[src/hdl/cwd_pkg.sv]
// Package for the configuration word decoder: register map, field layout, timing.
// Assumes a 50 MHz system clock and a 32-bit AXI4-Lite register bus.
package cwd_pkg;

   // ==========================================================
   // Register map
   localparam logic [15:0] CWD_OPT_WORD_ADDR  = 16'h2007;   // Word index, byte address is four times
   localparam logic [15:0] CWD_CTRL_ADDR      = 16'h2008;   // Programming mode, erase strobe
   localparam logic [15:0] CWD_STAT_ADDR      = 16'h2009;   // Decoded options and timer state
   localparam logic [15:0] CWD_GUARD_ADDR     = 16'h200A;   // Self-write address check
   localparam int          CWD_ADDR_W         = 18;
   localparam logic [13:0] CWD_WORD_ERASED    = 14'h3FFF;
   localparam logic [13:0] CWD_UNUSED_MASK    = 14'h1030;   // Bits 12, 5 and 4

   // ==========================================================
   // Field positions
   localparam int CWD_B_PROT   = 13;
   localparam int CWD_B_DBG    = 11;
   localparam int CWD_B_WRT_HI = 10;
   localparam int CWD_B_WRT_LO = 9;
   localparam int CWD_B_DPROT  = 8;
   localparam int CWD_B_LVP    = 7;
   localparam int CWD_B_BOR    = 6;
   localparam int CWD_B_POWERUP_DELAY_TIMER   = 3;
   localparam int CWD_B_WDT    = 2;

   // ==========================================================
   // Write guard limits
   localparam logic [12:0] CWD_LIM_100  = 13'h00FF;
   localparam logic [12:0] CWD_LIM_L07  = 13'h07FF;
   localparam logic [12:0] CWD_LIM_L0F  = 13'h0FFF;
   localparam logic [12:0] CWD_LIM_S03  = 13'h03FF;
   localparam logic [12:0] CWD_TOP_L    = 13'h1FFF;
   localparam logic [12:0] CWD_TOP_S    = 13'h0FFF;

   // ==========================================================
   // Timing
   localparam int CWD_CLK_HZ        = 50_000_000;
   localparam int CWD_POWERUP_DELAY_TIMER_MS       = 72;
   localparam int CWD_POWERUP_DELAY_TIMER_CYC      = CWD_CLK_HZ / 1000 * CWD_POWERUP_DELAY_TIMER_MS;
   localparam int CWD_OST_STABLE    = 1024;                 // System clock cycles to wait with crystal-ready held
   localparam int CWD_CNT_W         = 22;

   typedef enum logic [1:0] {
      CWD_OSC_LP = 2'b00,
      CWD_OSC_XT = 2'b01,
      CWD_OSC_HS = 2'b10,
      CWD_OSC_RC = 2'b11
   } cwd_osc_e;

   typedef struct packed {
      logic     program_protect_n;
      logic     debug_off;
      logic [1:0] self_write_guard_sel;
      logic     data_nvm_protect_n;
      logic     low_volt_prog_en;
      logic     brownout_reset_en;
      logic     powerup_delay_en_n;
      logic     watchdog_on;
      cwd_osc_e osc_mode_sel;
   } cwd_opts_s;

   function automatic logic [13:0] cwd_clean(input logic [13:0] w);
      return w | CWD_UNUSED_MASK;
   endfunction

endpackage

[src/hdl/cwd_guard.sv]
// Self-write guard: tells whether a program address lies in the protected range.
// Assumes the option word is already latched and stable.
`timescale 1ns/1ps
module cwd_guard
   import cwd_pkg::*;
(
   input  wire logic [1:0]  sel,
   input  wire logic        large_mem,
   input  wire logic [12:0] addr,
   output logic             blocked,
   output logic             out_range
);
   logic [12:0] lim;

   always_comb begin
      lim = '0;
      case (sel)
         2'b10:   lim = CWD_LIM_100;
         2'b01:   lim = large_mem ? CWD_LIM_L07 : CWD_LIM_S03;
         2'b00:   lim = large_mem ? CWD_LIM_L0F : CWD_LIM_L07;
         default: lim = '0;
      endcase
      out_range = addr > (large_mem ? CWD_TOP_L : CWD_TOP_S);
      blocked   = out_range || ((sel != 2'b11) && (addr <= lim));
   end
endmodule // cwd_guard

[src/hdl/cwd_top.sv]
// Configuration word decoder top: option word store, decode, start-up timers,
// sleep wake logic and AXI4-Lite slave.
// Assumes a single 50 MHz clock; pins reset and crystal-ready arrive asynchronous.
`timescale 1ns/1ps

// Contract
// - Erased word reads 3FFF
// - Programmed bits zero, unprogrammed bits one
// - Word at 2007, programming mode only
// - Top bit clear protects program memory
// - Unused bits always read one
// - Debug bit selects pin dedication
// - Large part write guard ranges
// - Small part write guard ranges
// - Data memory protect active low
// - Low voltage bit selects entry pin
// - Brown-out reset enable active high
// - Power-up timer enable active low
// - Watchdog enable active high
// - Low bits select oscillator mode
// - Power-up timer holds 72 ms once
// - Start-up timer waits for crystal
// - Watchdog disable only by word
// - Sleep ends on reset, watchdog, interrupt
module cwd_top
   import cwd_pkg::*;
#(
   parameter int POWERUP_DELAY_TIMER_CYCLES = CWD_POWERUP_DELAY_TIMER_CYC
)(
   input  wire logic        clock,
   input  wire logic        resetn,
   input  wire logic        clk_en,
   input  wire logic        large_mem,
   input  wire logic        osc_stable_pin,
   input  wire logic        ext_reset_n_pin,
   input  wire logic        watchdog_timeout,
   input  wire logic        irq_pending,
   input  wire logic        sleep_req,
   input  wire logic [CWD_ADDR_W-1:0] s_axi_awaddr,
   input  wire logic        s_axi_awvalid,
   output logic             s_axi_awready,
   input  wire logic [31:0] s_axi_wdata,
   input  wire logic [3:0]  s_axi_wstrb,
   input  wire logic        s_axi_wvalid,
   output logic             s_axi_wready,
   output logic [1:0]       s_axi_bresp,
   output logic             s_axi_bvalid,
   input  wire logic        s_axi_bready,
   input  wire logic [CWD_ADDR_W-1:0] s_axi_araddr,
   input  wire logic        s_axi_arvalid,
   output logic             s_axi_arready,
   output logic [31:0]      s_axi_rdata,
   output logic [1:0]       s_axi_rresp,
   output logic             s_axi_rvalid,
   input  wire logic        s_axi_rready,
   output cwd_opts_s        opts_r,
   output logic             debug_pins_dedicated_r,
   output logic             prog_entry_pin_en_r,
   output logic             watchdog_run_r,
   output logic             hold_in_reset_r,
   output logic             asleep_r
);
   // ==========================================================
   // Storage and synchronisers
   // Option word is nonvolatile: resetn leaves it alone, only an erase restores it
   logic [13:0]           word_r = CWD_WORD_ERASED;
   logic                  prog_mode_r;
   logic [12:0]           guard_addr_r;
   logic [2:0]            osc_sync_r;
   logic [2:0]            ext_sync_r;
   logic                  osc_ok_r;
   logic                  ext_rst_n_r;
   logic                  latch_pend_r;
   logic [CWD_CNT_W-1:0]  powerup_delay_timer_cnt_r;
   logic                  powerup_delay_timer_done_r;
   logic [10:0]           ost_cnt_r;
   logic                  ost_done_r;
   logic                  blocked;
   logic                  out_range;

   always_ff @(posedge clock or negedge resetn) begin
      if (!resetn) begin
         osc_sync_r <= '0;
         ext_sync_r <= 3'b111;
         osc_ok_r   <= 1'b0;
         ext_rst_n_r <= 1'b1;
      end else if (clk_en) begin
         osc_sync_r <= {osc_sync_r[1:0], osc_stable_pin};
         ext_sync_r <= {ext_sync_r[1:0], ext_reset_n_pin};
         if (osc_sync_r[1] == osc_sync_r[2])
            osc_ok_r <= osc_sync_r[2];
         if (ext_sync_r[1] == ext_sync_r[2])
            ext_rst_n_r <= ext_sync_r[2];
      end
   end

   // ==========================================================
   // AXI4-Lite slave
   logic                  aw_have_r;
   logic                  w_have_r;
   logic [CWD_ADDR_W-1:0] aw_addr_r;
   logic [31:0]           w_data_r;
   logic [3:0]            w_strb_r;
   logic                  wr_fire;
   logic [15:0]           wr_idx;
   logic [15:0]           rd_idx;
   logic                  ctrl_wr;
   logic                  word_wr;
   logic                  guard_wr;

   function automatic logic [15:0] cwd_idx(input logic [CWD_ADDR_W-1:0] a);
      return a[CWD_ADDR_W-1:2];
   endfunction

   assign wr_fire  = aw_have_r && w_have_r && !s_axi_bvalid;
   assign wr_idx   = cwd_idx(aw_addr_r);
   assign rd_idx   = cwd_idx(s_axi_araddr);
   assign ctrl_wr  = wr_fire && (wr_idx == CWD_CTRL_ADDR);
   assign word_wr  = wr_fire && (wr_idx == CWD_OPT_WORD_ADDR) && prog_mode_r;
   assign guard_wr = wr_fire && (wr_idx == CWD_GUARD_ADDR);

   always_ff @(posedge clock or negedge resetn) begin
      if (!resetn) begin
         aw_have_r     <= 1'b0;
         w_have_r      <= 1'b0;
         aw_addr_r     <= '0;
         w_data_r      <= '0;
         w_strb_r      <= '0;
         s_axi_awready <= 1'b0;
         s_axi_wready  <= 1'b0;
         s_axi_bvalid  <= 1'b0;
         s_axi_bresp   <= 2'b00;
      end else if (clk_en) begin
         s_axi_awready <= !aw_have_r && !s_axi_awready && s_axi_awvalid;
         s_axi_wready  <= !w_have_r && !s_axi_wready && s_axi_wvalid;
         if (s_axi_awvalid && s_axi_awready) begin
            aw_have_r <= 1'b1;
            aw_addr_r <= s_axi_awaddr;
         end
         if (s_axi_wvalid && s_axi_wready) begin
            w_have_r <= 1'b1;
            w_data_r <= s_axi_wdata;
            w_strb_r <= s_axi_wstrb;
         end
         if (wr_fire) begin
            aw_have_r    <= 1'b0;
            w_have_r     <= 1'b0;
            s_axi_bvalid <= 1'b1;
            s_axi_bresp  <= (ctrl_wr || word_wr || guard_wr) ? 2'b00 : 2'b10;
         end else if (s_axi_bvalid && s_axi_bready) begin
            s_axi_bvalid <= 1'b0;
         end
      end
   end

   // Programming mode and guard address
   always_ff @(posedge clock or negedge resetn) begin
      if (!resetn) begin
         prog_mode_r  <= 1'b0;
         guard_addr_r <= '0;
      end else if (clk_en) begin
         if (ctrl_wr && w_strb_r[0])
            prog_mode_r <= w_data_r[0];
         if (guard_wr && (&w_strb_r[1:0]))
            guard_addr_r <= w_data_r[12:0];
      end
   end

   // Programming only clears bits; erase by writing ctrl bit 1 while already in programming mode
   // Kept across resetn so that a power-up sees the programmed timer options
   always_ff @(posedge clock) begin
      if (clk_en) begin
         if (ctrl_wr && w_strb_r[0] && w_data_r[1] && prog_mode_r)
            word_r <= CWD_WORD_ERASED;
         else if (word_wr && (&w_strb_r[1:0]))
            word_r <= cwd_clean(word_r & w_data_r[13:0]);
      end
   end

   logic [31:0] rd_val;
   logic        rd_ok;

   always_comb begin
      rd_val = '0;
      rd_ok  = 1'b1;
      case (rd_idx)
         CWD_OPT_WORD_ADDR: begin
            rd_ok  = prog_mode_r;
            rd_val = prog_mode_r ? {18'h0, cwd_clean(word_r)} : 32'h0;
         end
         CWD_CTRL_ADDR:  rd_val = {31'h0, prog_mode_r};
         CWD_STAT_ADDR:  rd_val = {16'h0, asleep_r, hold_in_reset_r, ost_done_r, powerup_delay_timer_done_r,
                                   1'b0, opts_r};
         CWD_GUARD_ADDR: rd_val = {16'h0, out_range, blocked, 1'b0, guard_addr_r};
         default:        rd_ok = 1'b0;
      endcase
   end

   always_ff @(posedge clock or negedge resetn) begin
      if (!resetn) begin
         s_axi_arready <= 1'b0;
         s_axi_rvalid  <= 1'b0;
         s_axi_rdata   <= '0;
         s_axi_rresp   <= 2'b00;
      end else if (clk_en) begin
         s_axi_arready <= !s_axi_rvalid && !s_axi_arready && s_axi_arvalid;
         if (s_axi_arvalid && s_axi_arready) begin
            s_axi_rvalid <= 1'b1;
            s_axi_rdata  <= rd_val;
            s_axi_rresp  <= rd_ok ? 2'b00 : 2'b10;
         end else if (s_axi_rvalid && s_axi_rready) begin
            s_axi_rvalid <= 1'b0;
         end
      end
   end

   // ==========================================================
   // Option latch at reset release
   always_ff @(posedge clock or negedge resetn) begin
      if (!resetn) begin
         latch_pend_r           <= 1'b1;
         opts_r                 <= cwd_opts_s'({CWD_WORD_ERASED[13], CWD_WORD_ERASED[11:6],
                                                CWD_WORD_ERASED[3:0]});
         debug_pins_dedicated_r <= 1'b0;
         prog_entry_pin_en_r    <= 1'b1;
         watchdog_run_r         <= 1'b1;
      end else if (clk_en) begin
         if (latch_pend_r || !ext_rst_n_r) begin
            latch_pend_r <= 1'b0;
            opts_r.program_protect_n    <= word_r[CWD_B_PROT];
            opts_r.debug_off            <= word_r[CWD_B_DBG];
            opts_r.self_write_guard_sel <= word_r[CWD_B_WRT_HI:CWD_B_WRT_LO];
            opts_r.data_nvm_protect_n   <= word_r[CWD_B_DPROT];
            opts_r.low_volt_prog_en     <= word_r[CWD_B_LVP];
            opts_r.brownout_reset_en    <= word_r[CWD_B_BOR];
            opts_r.powerup_delay_en_n   <= word_r[CWD_B_POWERUP_DELAY_TIMER];
            opts_r.watchdog_on          <= word_r[CWD_B_WDT];
            opts_r.osc_mode_sel         <= cwd_osc_e'(word_r[1:0]);
            debug_pins_dedicated_r      <= !word_r[CWD_B_DBG];
            prog_entry_pin_en_r         <= word_r[CWD_B_LVP];
            watchdog_run_r              <= word_r[CWD_B_WDT];
         end
      end
   end

   // ==========================================================
   // Start-up timers
   always_ff @(posedge clock or negedge resetn) begin
      if (!resetn) begin
         powerup_delay_timer_cnt_r  <= '0;
         powerup_delay_timer_done_r <= 1'b0;
      end else if (clk_en && !latch_pend_r && !powerup_delay_timer_done_r) begin
         if (opts_r.powerup_delay_en_n)
            powerup_delay_timer_done_r <= 1'b1;
         else if (powerup_delay_timer_cnt_r == CWD_CNT_W'(POWERUP_DELAY_TIMER_CYCLES - 1))
            powerup_delay_timer_done_r <= 1'b1;
         else
            powerup_delay_timer_cnt_r <= powerup_delay_timer_cnt_r + 1'b1;
      end
   end

   always_ff @(posedge clock or negedge resetn) begin
      if (!resetn) begin
         ost_cnt_r  <= '0;
         ost_done_r <= 1'b0;
      end else if (clk_en && !latch_pend_r && !ost_done_r) begin
         if (opts_r.osc_mode_sel == CWD_OSC_RC)
            ost_done_r <= 1'b1;
         else if (!osc_ok_r)
            ost_cnt_r <= '0;
         else if (ost_cnt_r == 11'(CWD_OST_STABLE - 1))
            ost_done_r <= 1'b1;
         else
            ost_cnt_r <= ost_cnt_r + 1'b1;
      end
   end

   always_ff @(posedge clock or negedge resetn) begin
      if (!resetn) begin
         hold_in_reset_r <= 1'b1;
      end else if (clk_en) begin
         hold_in_reset_r <= !(powerup_delay_timer_done_r && ost_done_r) || !ext_rst_n_r;
      end
   end

   // ==========================================================
   // Sleep
   always_ff @(posedge clock or negedge resetn) begin
      if (!resetn) begin
         asleep_r <= 1'b0;
      end else if (clk_en) begin
         if (!ext_rst_n_r || watchdog_timeout || irq_pending)
            asleep_r <= 1'b0;
         else if (sleep_req && !hold_in_reset_r)
            asleep_r <= 1'b1;
      end
   end

   cwd_guard u_guard (
      .sel       (opts_r.self_write_guard_sel),
      .large_mem (large_mem),
      .addr      (guard_addr_r),
      .blocked   (blocked),
      .out_range (out_range)
   );

   // ==========================================================
   // Checks
   a_unused_read_one: assert property (@(posedge clock) disable iff (!resetn)
      (word_r & CWD_UNUSED_MASK) == CWD_UNUSED_MASK)
      else $error("unused bits not one");
   a_prog_only_clear: assert property (@(posedge clock) disable iff (!resetn)
      (clk_en && word_wr && (&w_strb_r[1:0])) |=> ((word_r & ~$past(word_r)) == 14'h0))
      else $error("program set a bit");
   a_word_gated_prog: assert property (@(posedge clock) disable iff (!resetn)
      (s_axi_arvalid && s_axi_arready && rd_idx == CWD_OPT_WORD_ADDR && !prog_mode_r)
      |=> (s_axi_rresp == 2'b10 && s_axi_rdata == 32'h0))
      else $error("word readable");
   a_debug_pins_map: assert property (@(posedge clock) disable iff (!resetn)
      !latch_pend_r |-> (debug_pins_dedicated_r == !opts_r.debug_off))
      else $error("debug pins");
   a_lvp_pin_map: assert property (@(posedge clock) disable iff (!resetn)
      !latch_pend_r |-> (prog_entry_pin_en_r == opts_r.low_volt_prog_en))
      else $error("lvp pin");
   a_wdt_only_word: assert property (@(posedge clock) disable iff (!resetn)
      !latch_pend_r |-> (watchdog_run_r == opts_r.watchdog_on))
      else $error("watchdog");
   a_opts_held: assert property (@(posedge clock) disable iff (!resetn)
      (!latch_pend_r && ext_rst_n_r && $past(ext_rst_n_r)) |=> $stable(opts_r))
      else $error("opts moved");
   a_hold_until_timers: assert property (@(posedge clock) disable iff (!resetn)
      (!powerup_delay_timer_done_r || !ost_done_r) |=> hold_in_reset_r)
      else $error("released early");
   a_wake_on_event: assert property (@(posedge clock) disable iff (!resetn)
      (clk_en && asleep_r && (watchdog_timeout || irq_pending)) |=> !asleep_r)
      else $error("no wake");
   a_powerup_delay_timer_skip: assert property (@(posedge clock) disable iff (!resetn)
      (clk_en && !latch_pend_r && !powerup_delay_timer_done_r && opts_r.powerup_delay_en_n) |=> powerup_delay_timer_done_r)
      else $error("powerup_delay_timer not skipped");
   a_powerup_delay_timer_runs: assert property (@(posedge clock) disable iff (!resetn)
      (clk_en && !latch_pend_r && !powerup_delay_timer_done_r && !opts_r.powerup_delay_en_n
       && powerup_delay_timer_cnt_r != CWD_CNT_W'(POWERUP_DELAY_TIMER_CYCLES - 1)) |=> !powerup_delay_timer_done_r)
      else $error("power-up delay cut short");
   a_ost_restart: assert property (@(posedge clock) disable iff (!resetn)
      (clk_en && !latch_pend_r && !ost_done_r && !osc_ok_r && opts_r.osc_mode_sel != CWD_OSC_RC)
      |=> (ost_cnt_r == 11'h000 && !ost_done_r))
      else $error("crystal wait not restarted");

   c_prog_write: cover property (@(posedge clock) disable iff (!resetn) word_wr);
   c_released:   cover property (@(posedge clock) disable iff (!resetn) $fell(hold_in_reset_r));
   c_woke:       cover property (@(posedge clock) disable iff (!resetn) $fell(asleep_r));
   c_blocked:    cover property (@(posedge clock) disable iff (!resetn) blocked && !out_range);
   c_ost_count:  cover property (@(posedge clock) disable iff (!resetn)
      $rose(ost_done_r) && opts_r.osc_mode_sel != CWD_OSC_RC);

endmodule // cwd_top

[config.mk]
export PLATFORM = sky130hd
export DESIGN_NAME = cwd_top
export DESIGN_NICKNAME = d
export VERILOG_FILES = /design/src/hdl/cwd_pkg.sv /design/src/hdl/cwd_guard.sv /design/src/hdl/cwd_top.sv
export SDC_FILE = /design/constraint.sdc
export NUM_CORES = 1
export LEC_CHECK = 0
export ABC_AREA = 1
export BUFFER_PORTS_ARGS = -buffer_cell sky130_fd_sc_hd__buf_2
export CAP_MARGIN = 40
export CORE_AREA = 2 2 124 126
export DETAILED_ROUTE_END_ITERATION = 7
export DIE_AREA = 0 0 126 128
export PLACE_DENSITY = 0.78
export SLEW_MARGIN = 15
export SYNTH_ARGS = -nofsm -noshare
export SYNTH_HDL_FRONTEND = slang
export SYNTH_SLANG_ARGS = --single-unit
[constraint.sdc]
create_clock -name clock -period 2.5 [get_ports clock]
set_clock_uncertainty 0.1 [all_clocks]
set_input_delay 0.5 -clock clock [delete_from_list [all_inputs] [get_ports clock]]
set_output_delay 0.5 -clock clock [all_outputs]
set_load 0.01 [all_outputs]
==> metrics.yaml, run 1 <==
status:
  status: "finished, final reports clean"
sta:
  fmax_mhz: 462
  setup-tns-final_ns: 0
  slew_headroom_pct: 64.3
  min_period_over_period_pct: 86.5
  finalSetupViolations: 0
  grt_setup_unrepaired: "no"
  slew_violations: 0
  holdWs_ns: 0.164
  tightest_slew_ns: 0.535
  hold_viol: 0
  period_minus_slack_ns: 2.16
synth:
  synthesis.instances: 909
  yosysUniqueCellTypes: 46
  yosysTopAreaCell: "dfrtp_1"
  seq_area_frac_synth_pct: 48.4
  synth_common_cells: "nand2_1 (320), dfrtp_1 (112), inv_1 (93)"
  synth_most_common_cell: "nand2_1"
  yosys_register_bits: 140
  syn_area_um2: 7390
  synthFlopType: "dfrtp_1"
  synth_edf_count: 11
  syn_area_per_cell_um2: 8.13
  ys.warnings.count: 0
  synth_async_sr_flop_share_pct: 92.1
  synth_area_leaders: "dfrtp_1 (38%), nand2_1 (16%), dfstp_2 (6.0%)"
  synth_top_area_share_pct: 37.9
place:
  portBuffers: 100
  hpwl_um: 12200
  dp.cells: 1181
  gp_congestion: 0.912
clock_network:
  clk_pin_slew_ns: 0.06
  clk_path_buf_depth: 2
  root_buffer: "clkbuf_16"
  cts-buffers-inserted: 17
  cts_sinks: 140
  clk_latency_ns: 0.43
  cts_resized: 0
  htreeDepth: 4
  cts_tree: "yes"
critical_path:
  path_common_cell: "nand2_1"
  critical_path_peak_fanout: 8
  rr_worst_depth: 14
  critPathBufInv: 1
  endpoint_kind: "flip-flop"
  required_ns: 2.76
  path_depth: 14
  worst_r2r_endpoint: "s_axi_rdata[14]$_DFFE_PN0P_"
  max_stage_delay_ns: 0.61
  cp_cell_sequence: "nand2_1 -> inv_1 -> ha_1 -> nand2_1 -> nand2_1 -> nand2_1 -> nand2_1 -> a21oi_1 -> nand2_1 -> nand2_1 -> nand2_1 -> nand2_1 -> nand2_1 -> nand2_1"
  critPathKind: "flip-flop to flip-flop"
  cp.arrival_ns: 2.43
  slowest_stage: "dfstp_2"
  critical_path.top_delay_family: "simple AND/OR/NAND/NOR gates"
  r2r_slack_ns: 0.34
  r2r-start: "opts_r[8]$_DFFE_PN1P_"
  cp-start-kind: "flip-flop"
detailed_routing:
  drcViolationCount: 0
  drt_iter0_markers: 418
  first_pass_iters: 5
  wirelength_um: 16600
  drtAntennaViolNets: 0
  wl_per_cell_um: 13.7
  via_per_inst: 5.03
  route.vias.total: 6105
die:
  core-area_um2: 14900
  io-pin-count: 143
  die_w_um: 126
  initial_core_util_pct: 49.7
  rows: 45
  die_h_um: 128
  die_area_um2: 16100
min_path:
  min_to: "aw_addr_r[10]$_DFFE_PN0P_"
  holdCritStartpoint: "s_axi_awaddr[10]"
  min_path_cells: 3
  min_path_type: "input pin to flip-flop"
grt:
  busiest_layer: "met2"
  grt_max_degree: 70
  grt_pass1_wl_um: 27800
  grtUsageMet1_pct: 31.3
  met3_usage_pct: 5.26
  grt_util_met2_pct: 32.7
  grt_overflow: 0
  antenna_found_initial: 0
  grt_pass1_vias: 5606
  grtUsageTotal_pct: 21.7
pwr:
  leakage_uw: 0.00437
  p_per_area_nw_per_um2: 766
  vdd_drop_max_uv: 512
finish:
  final_layout_size_suffix_gt1_share_pct: 20.8
  n_antenna_cell: 0
  syn2layout_area_growth_pct: 16.4
  finalNetCount: 1114
  fill_cells: 1361
  finalNonFillerCells: 1214
run:
  max_cap_viol_count: 0
## worst max path at each step
| stage | from | endpoint |
|---|---|---|
| after floorplan | s_axi_bvalid$_DFFE_PN0P_ | word_r[0]$_SDFFCE_PP1P_ |
| after global placement | clk_en | debug_pins_dedicated_r$_DFFE_PN0P_ |
| after detailed placement | aw_addr_r[11]$_DFFE_PN0P_ | word_r[10]$_SDFFCE_PP1P_ |
| after CTS | opts_r[8]$_DFFE_PN1P_ | s_axi_rdata[14]$_DFFE_PN0P_ |
| after global routing | opts_r[8]$_DFFE_PN1P_ | s_axi_rdata[14]$_DFFE_PN0P_ |
| final | opts_r[8]$_DFFE_PN1P_ | s_axi_rdata[14]$_DFFE_PN0P_ |
## where the power goes
group          leakage [uW]  total, uW  switching, uW  internal (uW)
Clock              0.000287       2530            996           1540
Combinational       0.00238       1070            681            384
Sequential          0.00171       3000            265           2740
## cell type report
| class | instances | area [um^2] | share of cell area, % |
|---|---|---|---|
| clock inverter | 11 | 133 | 1.54 |
| sequential | 140 | 3580 | 41.6 |
| timing repair buffer | 113 | 628 | 7.29 |
| inverter | 100 | 378 | 4.39 |
| clock buffer | 21 | 460 | 5.35 |
| multi-input combinational | 641 | 3200 | 37.1 |
| tap | 188 | 235 | 2.73 |
## registers in the layout, summed over array words and instances (netlist names), 2 cells and up
signal and flops:
osc_sync_r 3, guard_addr_r 13, ost_cnt_r 11, w_strb_r 2, ext_sync_r 3, w_data_r 14
s_axi_rdata 16, powerup_delay_timer_cnt_r 22, word_r 11, opts_r 9, aw_addr_r 16
## layer usage
layer  routed length [um]  vias to the layer above
met5                    0                        -
met4                  224                        0
met3                 1100                       23
met2                 7500                      179
met1                 7760                     2836
li1                     -                     3067
## stage by stage
| stage | setup slack [ns] | area, um^2 | util, % | power (uW) |
|---|---|---|---|---|
| after global placement | 0.230 | 8000 | 53.8 | 4060 |
| final | 0.337 | 8610 | 57.9 | 6600 |
| after detailed placement | 0.431 | 8010 | 53.9 | 4110 |
| after floorplan | 0.358 | 7460 | - | 3710 |
| after CTS | 0.354 | 8610 | 57.9 | 6670 |
| after global routing | 0.196 | 8610 | 57.9 | 6990 |
## tightest hold or removal path: stages
cell and delay [ns]:
buf_2 0.07, nand2_1 0.04, nand2_1 0.05
## what timing repair did
action                                 CTS  global route
endpoints found under the hold margin   16             0
hold buffers                             1             0
setup buffers                            0             0
## layout by cell type (no fill, tap or decap), types with 5 or more instances in the layout
master / Yosys / routed
nor3_1: 8 / 8
edfxtp_1: 11 / 11
o211ai_1: 8 / 8
dfrtp_1: 112 / 112
inv_2: 6 / 6
clkbuf_16: 0 / 17
o21ai_2: 22 / 22
ha_1: 15 / 15
inv_1: 93 / 93
nand4_1: 18 / 18
buf_2: 7 / 99
buf_4: 22 / 11
o21ai_0: 48 / 48
nand2_1: 320 / 320
nand3_1: 44 / 44
o21ai_1: 12 / 12
xor2_1: 17 / 17
a21oi_1: 9 / 9
nor2_1: 58 / 57
dfstp_2: 17 / 17
inv_6: 0 / 5
nand2_2: 5 / 5
conb_1: 1 / 18
## logic make-up (layout without fill, tap and decap cells)
family / count (synthesis) / count (layout) / share of synthesized area [%]
AND/OR/NAND/NOR: 480 / 480 / 28.5
flip-flops: 140 / 140 / 48.4
other: 1 / 18 / 0.0507
adder cells (fa/ha/maj): 15 / 15 / 2.54
XOR/XNOR: 19 / 19 / 2.25
buffers and inverters: 145 / 245 / 9.26
AO/OA/AOI/OAI: 109 / 109 / 9.04
(Power assumes the default switching activity.)
==> run 2, diff against run 1 <==
- CORE_AREA: 2 2 124 126 -> 2 2 123 125
- CTS_CLUSTER_DIAMETER: unset -> 150
- DIE_AREA: 0 0 126 128 -> 0 0 125 127
- PLACE_DENSITY: 0.78 -> 0.79
- SYNTH_HIERARCHICAL: unset -> 1
==> run 2 against run 1 <==
Compared with the run above: non-clock buffer count increased by 4; critical endpoint unchanged; critical path depth is 2 higher; final cell count up 3.0%.
==> metrics.yaml, run 2 <==
detailed_routing:
  first_pass_iters: 5  # unchanged
  wl_per_cell_um: 13.2  # -3.1%
  route.vias.total: 6403  # +4.9%
  drtAntennaViolNets: 0  # unchanged
  drcViolationCount: 0  # unchanged
  via_per_inst: 5.12  # +1.8%
  wirelength_um: 16600  # -0.13%
  drt_iter0_markers: 479  # +15%
clock_network:
  clk_pin_slew_ns: 0.06  # about the same
  cts_sinks: 140  # unchanged
  post_cts_buffers: 0  # unchanged
  cts-buffers-inserted: 17  # unchanged
  clk_path_buf_depth: 2  # unchanged
  htreeDepth: 4  # unchanged
  clk_latency_ns: 0.42  # about the same
  cts_tree: "yes"
  root_buffer: "clkbuf_16"
critical_path:
  endpoint_kind: "flip-flop"
  r2r_slack_ns: 0.33  # about the same
  critPathKind: "flip-flop to flip-flop"
  cp.arrival_ns: 2.43  # about the same
  cp-start-kind: "flip-flop"
  rr_worst_depth: 16  # +2
  required_ns: 2.75  # about the same
  startpoint: "opts_r[8]$_DFFE_PN1P_"
  endpoint: "s_axi_rdata[14]$_DFFE_PN0P_"
  critical_path_peak_fanout: 8  # unchanged
  r2r-start: "opts_r[8]$_DFFE_PN1P_"
  worst_r2r_endpoint: "s_axi_rdata[14]$_DFFE_PN0P_"
sta:
  slew_headroom_pct: 65.8  # +1.5 points
  tightest_slew_ns: 0.513  # -0.0223 ns
  setup-tns-final_ns: 0  # unchanged
  fmax_mhz: 460  # -0.42%
  hold_viol: 0  # unchanged
  period_minus_slack_ns: 2.17  # +0.00916 ns
  slew_violations: 0  # unchanged
  min_period_over_period_pct: 86.9  # +0.37 points
  grt_setup_unrepaired: "no"
  finalSetupViolations: 0  # unchanged
grt:
  grtUsageTotal_pct: 21.9  # +0.14 points
  grt_pass1_vias: 6003  # +7.1%
  grt_max_degree: 61  # -13%
  grt_overflow: 0  # unchanged
  grt_pass1_wl_um: 28200  # +1.4%
  antenna_found_initial: 0  # unchanged
finish:
  finalNetCount: 1157  # +3.9%
  final_layout_size_suffix_gt1_share_pct: 17.3  # -3.4 points
  fill_cells: 1275  # -6.3%
  regMostFlops: "powerup_delay_timer_cnt_r"
  layout_common_cells: "nand2_1 (376), dfrtp_1 (112), buf_2 (99)"
  final_common_cell: "nand2_1"
  final_util_pct: 59.3  # +1.4 points
  fin_area_um2: 8550  # -0.68%
  largest_registers: "powerup_delay_timer_cnt_r (22), aw_addr_r (16), s_axi_rdata (16)"
  largest_reg_flops: 22  # unchanged
  syn2layout_area_growth_pct: 16.6
  finalNonFillerCells: 1251  # +3.0%
  n_antenna_cell: 0  # unchanged
synth:
  synthFlopType: "dfrtp_1"
  synthesis.instances: 948  # +4.3%
  yosysTopAreaCell: "dfrtp_1"
  synth_most_common_cell: "nand2_1"
  synth_top_area_share_pct: 38.2  # +0.31 points
  syn_area_per_cell_um2: 7.74  # -4.9%
  ys.warnings.count: 6  # +6
  yosys_register_bits: 140  # unchanged
  synth_common_cells: "nand2_1 (376), dfrtp_1 (112), inv_1 (84)"
  seq_area_frac_synth_pct: 48.8  # +0.40 points
  synth_area_leaders: "dfrtp_1 (38%), nand2_1 (19%), dfstp_2 (6.1%)"
  synth_async_sr_flop_share_pct: 92.1  # unchanged
  synth_edf_count: 11  # unchanged
  yosysUniqueCellTypes: 39  # -15%
  syn_area_um2: 7330  # -0.81%
place:
  place_area_um2: 7990  # -0.17%
  portBuffers: 100  # unchanged
  gp_congestion: 0.888  # -2.6%
  dp.cells: 1220  # +3.3%
  hpwl_um: 11900  # -2.0%
die:
  initial_core_util_pct: 50.9  # +1.1 points
  die_area_um2: 15900  # -1.6%
  die_h_um: 127  # -0.78%
  die_w_um: 125  # -0.79%
  core-area_um2: 14400  # -3.0%
  rows: 44  # -2.2%
  io-pin-count: 143  # unchanged
pwr:
  swShare_pct: 28.1  # -1.3 points
  leakage_uw: 0.00445  # +1.8%
  p_per_area_nw_per_um2: 730  # -4.8%
  seqPwrFrac_pct: 47.0  # +1.5 points
  clkPwrFrac_pct: 37.8  # -0.6 points
  vdd_drop_max_uv: 447  # -13%
  p_sw_uw: 1750  # -9.7%
  internal_power_uw: 4490  # -3.7%
  p_comb_share_pct: 15.2  # -0.9 points
run:
  max_cap_viol_count: 0  # unchanged
min_path:
  min_path_cells: 3  # unchanged
  min_path_type: "input pin to flip-flop"
status:
  status: "finished, final reports clean"
## run 2: kinds of logic (layout without fill, tap and decap cells)
group,after synthesis,after routing,share of synthesized area (%)
AO/OA/AOI/OAI,71,71,5.07
XOR/XNOR,14,14,1.67
adder cells (fa/ha/maj),15,15,2.56
buffers and inverters,134,236,8.44
flip-flops,140,140,48.8
multiplexers,7,7,1.07
other,1,18,0.0511
AND/OR/NAND/NOR,566,566,32.3
## run 2: power groups by stage
stage,Combinational (uW),Sequential [uW],Clock [uW]
after floorplan,623,2930,0
after global placement,918,2940,0
after detailed placement,952,2960,0
after CTS,963,2930,2400
after global routing,1100,2980,2510
final,952,2930,2360
## run 2: layout make-up
cell class	instances	area (um^2)	area share, %
flip-flops and latches	140	3580	41.9
multi-input cells	691	3200	37.4
repair buffers	117	658	7.70
clock buffers	24	482	5.63
inverters	89	337	3.94
well taps	184	230	2.69
clock inverters	6	66.3	0.775
## run 2: critical path, cell delays in order, from the launching register on
cell and delay, ns:
dfstp_2 0.60, nand2_1 0.13, inv_2 0.15, ha_1 0.26
nand2_1 0.06, nand2_1 0.04, nand2_1 0.05, nand2_1 0.05
a21oi_1 0.14, nand2_1 0.06, nand2_1 0.06, nand2_1 0.07
nand2_1 0.07, nand2_1 0.05, o21ai_0 0.08, nand2_1 0.07
nand2_1 0.06
## run 2: how the worst min path moves through the flow
stage	startpoint	to	slack (ns)
detailed placement	resetn	aw_addr_r[17]$_DFFE_PN0P_	0.27
finish	s_axi_wdata[7]	w_data_r[7]$_DFFE_PN0P_	0.18
global placement	resetn	aw_addr_r[16]$_DFFE_PN0P_	0.27
CTS	s_axi_wdata[9]	w_data_r[9]$_DFFE_PN0P_	0.17
global route	s_axi_wdata[9]	w_data_r[9]$_DFFE_PN0P_	0.16
floorplan	resetn	asleep_r$_DFFE_PN0P_	0.10
## run 2: layer usage
metal  up-vias  share of wire, %  global-route usage, %
met5         -                 0                      0
met1      2973                46                   29.4
met4         0               1.4                   6.93
li1       3196                 -                      -
met3        22               5.7                   5.32
met2       212                47                   35.2
## run 2: metrics by stage
stage	setup WS, ns	power (uW)	hold WS, ns
3_3_place_gp	0.279	3860	0.267
6_report	0.327	6240	0.182
5_1_grt	0.0866	6590	0.162
3_5_place_dp	0.258	3910	0.268
4_1_cts	0.230	6290	0.168
2_1_floorplan	0.109	3550	0.104
## run 2: timing repair
action | in CTS | in global routing
gates resized for setup | 0 | 1
hold buffers | 1 | 0
hold endpoints to repair | 11 | 0
endpoints found under the setup margin | 0 | 1
==> run 3, diff against run 2 <==
- RECOVER_POWER: unset -> 100
==> run 3 against run 2 <==
Compared with the run above: register-to-register slack got worse by 0.15 ns; final cell count did not move; sequential power barely moved; die area did not move; largest cell class unchanged; highest routed layer unchanged.
==> metrics.yaml, run 3 (synthesized netlist as in run 2, its figures left out) <==
status:
  status: "finished, final reports clean"
critical_path:
  rr_worst_depth: 8  # -8
  r2r-start: "powerup_delay_timer_cnt_r[0]$_DFFE_PN0P_"
  r2r_slack_ns: 0.18  # -0.15 ns
  critPathBufInv: 1  # unchanged
  endpoint_kind: "flip-flop"
  worst_r2r_endpoint: "powerup_delay_timer_cnt_r[3]$_DFFE_PN0P_"
  path_depth: 8  # -8
  path_common_cell: "nand2_1"
  critical_path.top_delay_family: "simple AND/OR/NAND/NOR gates"
  cp-start-kind: "flip-flop"
  cp_cell_sequence: "ha_1 -> nand2_2 -> nor3_1 -> nand3_2 -> nand3_4 -> inv_4 -> nand2_1 -> nand2_1"
  required_ns: 2.71  # -0.04 ns
  critPathKind: "flip-flop to flip-flop"
  max_stage_delay_ns: 0.55  # -0.05 ns
  cp.arrival_ns: 2.54  # +0.11 ns
  slowest_stage: "nor3_1"
  critical_path_peak_fanout: 23  # +15
place:
  place_area_um2: 7990  # unchanged
  portBuffers: 100  # unchanged
  pre_cts_ws_ns: 0.258  # unchanged
  dp.cells: 1220  # unchanged
  hpwl_um: 11900  # unchanged
  gp_congestion: 0.888  # unchanged
sta:
  min_period_over_period_pct: 93.0  # +6.1 points
  slew_violations: 0  # unchanged
  finalSetupViolations: 0  # unchanged
  tightest_slew_ns: 0.982  # +0.469 ns
  slew_headroom_pct: 34.3  # -31 points
  fmax_mhz: 430  # -6.6%
  period_minus_slack_ns: 2.32  # +0.152 ns
  final.setup.worst_slack_ns: 0.175  # -0.152 ns
  setup-tns-final_ns: 0  # unchanged
  hold_viol: 0  # unchanged
  grt_setup_unrepaired: "no"
min_path:
  holdCritStartpoint: "s_axi_wdata[7]"
  min_to: "w_data_r[7]$_DFFE_PN0P_"
  min_path_cells: 3  # unchanged
  min_path_type: "input pin to flip-flop"
grt:
  grt_pass1_wl_um: 28200  # unchanged
  grt_overflow: 0  # unchanged
  grt_max_degree: 61  # unchanged
  antenna_found_initial: 0  # unchanged
  grt_pass1_vias: 6003  # unchanged
  grtUsageTotal_pct: 21.9  # unchanged
detailed_routing:
  drt_iter0_markers: 507  # +5.8%
  wirelength_um: 16600  # +0.51%
  via_per_inst: 5.11  # -0.22%
  first_pass_iters: 5  # unchanged
  drtAntennaViolNets: 0  # unchanged
  route.vias.total: 6389  # -0.22%
  wl_per_cell_um: 13.3  # +0.51%
  drcViolationCount: 0  # unchanged
clock_network:
  cts_tree: "yes"
  post_cts_buffers: 0  # unchanged
  clk_path_buf_depth: 2  # unchanged
  clk_pin_slew_ns: 0.06  # about the same
  cts_sinks: 140  # unchanged
  clk_latency_ns: 0.42  # about the same
  htreeDepth: 4  # unchanged
  cts-buffers-inserted: 17  # unchanged
  root_buffer: "clkbuf_16"
finish:
  largest_reg_flops: 22  # unchanged
  fin_area_um2: 8430  # -1.4%
  finalNetCount: 1157  # unchanged
  final_layout_size_suffix_gt1_share_pct: 12.3  # -5.1 points
  seq_area_um2: 3580  # unchanged
  largest_registers: "powerup_delay_timer_cnt_r (22), aw_addr_r (16), s_axi_rdata (16)"
  n_antenna_cell: 0  # unchanged
  fill_cells: 1311  # +2.8%
  regMostFlops: "powerup_delay_timer_cnt_r"
  finalNonFillerCells: 1251  # unchanged
  syn2layout_area_growth_pct: 15.0
  final_common_cell: "nand2_1"
  layout_common_cells: "nand2_1 (376), dfrtp_1 (112), inv_1 (85)"
  multi_input_area_um2: 3170  # -0.90%
run:
  max_cap_viol_count: 0  # unchanged
die:
  rows: 44  # unchanged
  die_h_um: 127  # unchanged
  io-pin-count: 143  # unchanged
  initial_core_util_pct: 50.9  # unchanged
  core-area_um2: 14400  # unchanged
  die_area_um2: 15900  # unchanged
  die_w_um: 125  # unchanged
pwr:
  p_sw_uw: 1750  # -0.11%
  vdd_drop_max_uv: 449  # +0.29%
  p_comb_share_pct: 14.8  # -0.4 points
  internal_power_uw: 4450  # -0.75%
  p_per_area_nw_per_um2: 736  # +0.85%
  swShare_pct: 28.2  # +0.13 points
  seqPwrFrac_pct: 47.1  # about the same
  leakage_uw: 0.00428  # -3.8%
  clkPwrFrac_pct: 38.1  # +0.3 points
-- run 3: cell count changes in the layout (fill, tap and decap cells not counted), moves of 3 or more --
cell and delta:
dfstp_1 +10, o21ai_0 +3, buf_4 -8, buf_2 -29
clkbuf_1 +37, dfstp_2 -10
-- run 3: layout make-up --
| type | count | area share (%) |
|---|---|---|
| flip-flops and latches | 140 | 42.5 |
| multi-input cells | 691 | 37.6 |
| repair buffers | 117 | 6.72 |
| clock buffers | 24 | 5.71 |
| inverters | 89 | 3.99 |
| well taps | 184 | 2.73 |
| clock inverters | 6 | 0.786 |
-- run 3: worst max path at each step --
stage                                                   from                                       end  slack [ns]
CTS                                    opts_r[8]$_DFFE_PN1P_               s_axi_rdata[14]$_DFFE_PN0P_        0.23
floorplan                           s_axi_bvalid$_DFFE_PN0P_                   word_r[0]$_SDFFCE_PP1P_        0.11
global placement                       opts_r[8]$_DFFE_PN1P_               s_axi_rdata[14]$_DFFE_PN0P_        0.28
detailed placement                     opts_r[8]$_DFFE_PN1P_               s_axi_rdata[14]$_DFFE_PN0P_        0.26
global route                           opts_r[7]$_DFFE_PN1P_               s_axi_rdata[14]$_DFFE_PN0P_        0.05
finish              powerup_delay_timer_cnt_r[0]$_DFFE_PN0P_  powerup_delay_timer_cnt_r[3]$_DFFE_PN0P_        0.18
-- run 3: what timing repair did --
item                                   in CTS  in global routing
endpoints found under the hold margin      11                  0
hold buffers                                1                  0
setup endpoints to repair                   0                  1
gates resized for setup                     0                  1
-- run 3: power groups by stage --
stage / clock network [uW] / logic [uW] / registers, uW
CTS: 2400 / 963 / 2930
global placement: 0 / 918 / 2940
floorplan: 0 / 623 / 2930
detailed placement: 0 / 952 / 2960
finish: 2360 / 920 / 2920
global route: 2510 / 1070 / 2970
-- run 3: layer usage --
layer / GRT usage, % / part of all wire (%)
met1: 29.4 / 46
met2: 35.2 / 46
met3: 5.32 / 6.3
met4: 6.93 / 1.5
met5: 0 / 0
-- run 3: worst min-delay path, delay by kind of cell --
kind	cells	cell delay (ns)
buffers and inverters	1	0.07
and+or+nand+nor	2	0.09
-- run 3: through the flow --
step / hold WS, ns / total power (uW) / utilization (%)
floorplan: 0.104 / 3550 / -
CTS: 0.168 / 6290 / 59.3
global route: 0.162 / 6550 / 58.5
global placement: 0.267 / 3860 / 55.4
detailed placement: 0.268 / 3910 / 55.4
finish: 0.181 / 6200 / 58.5
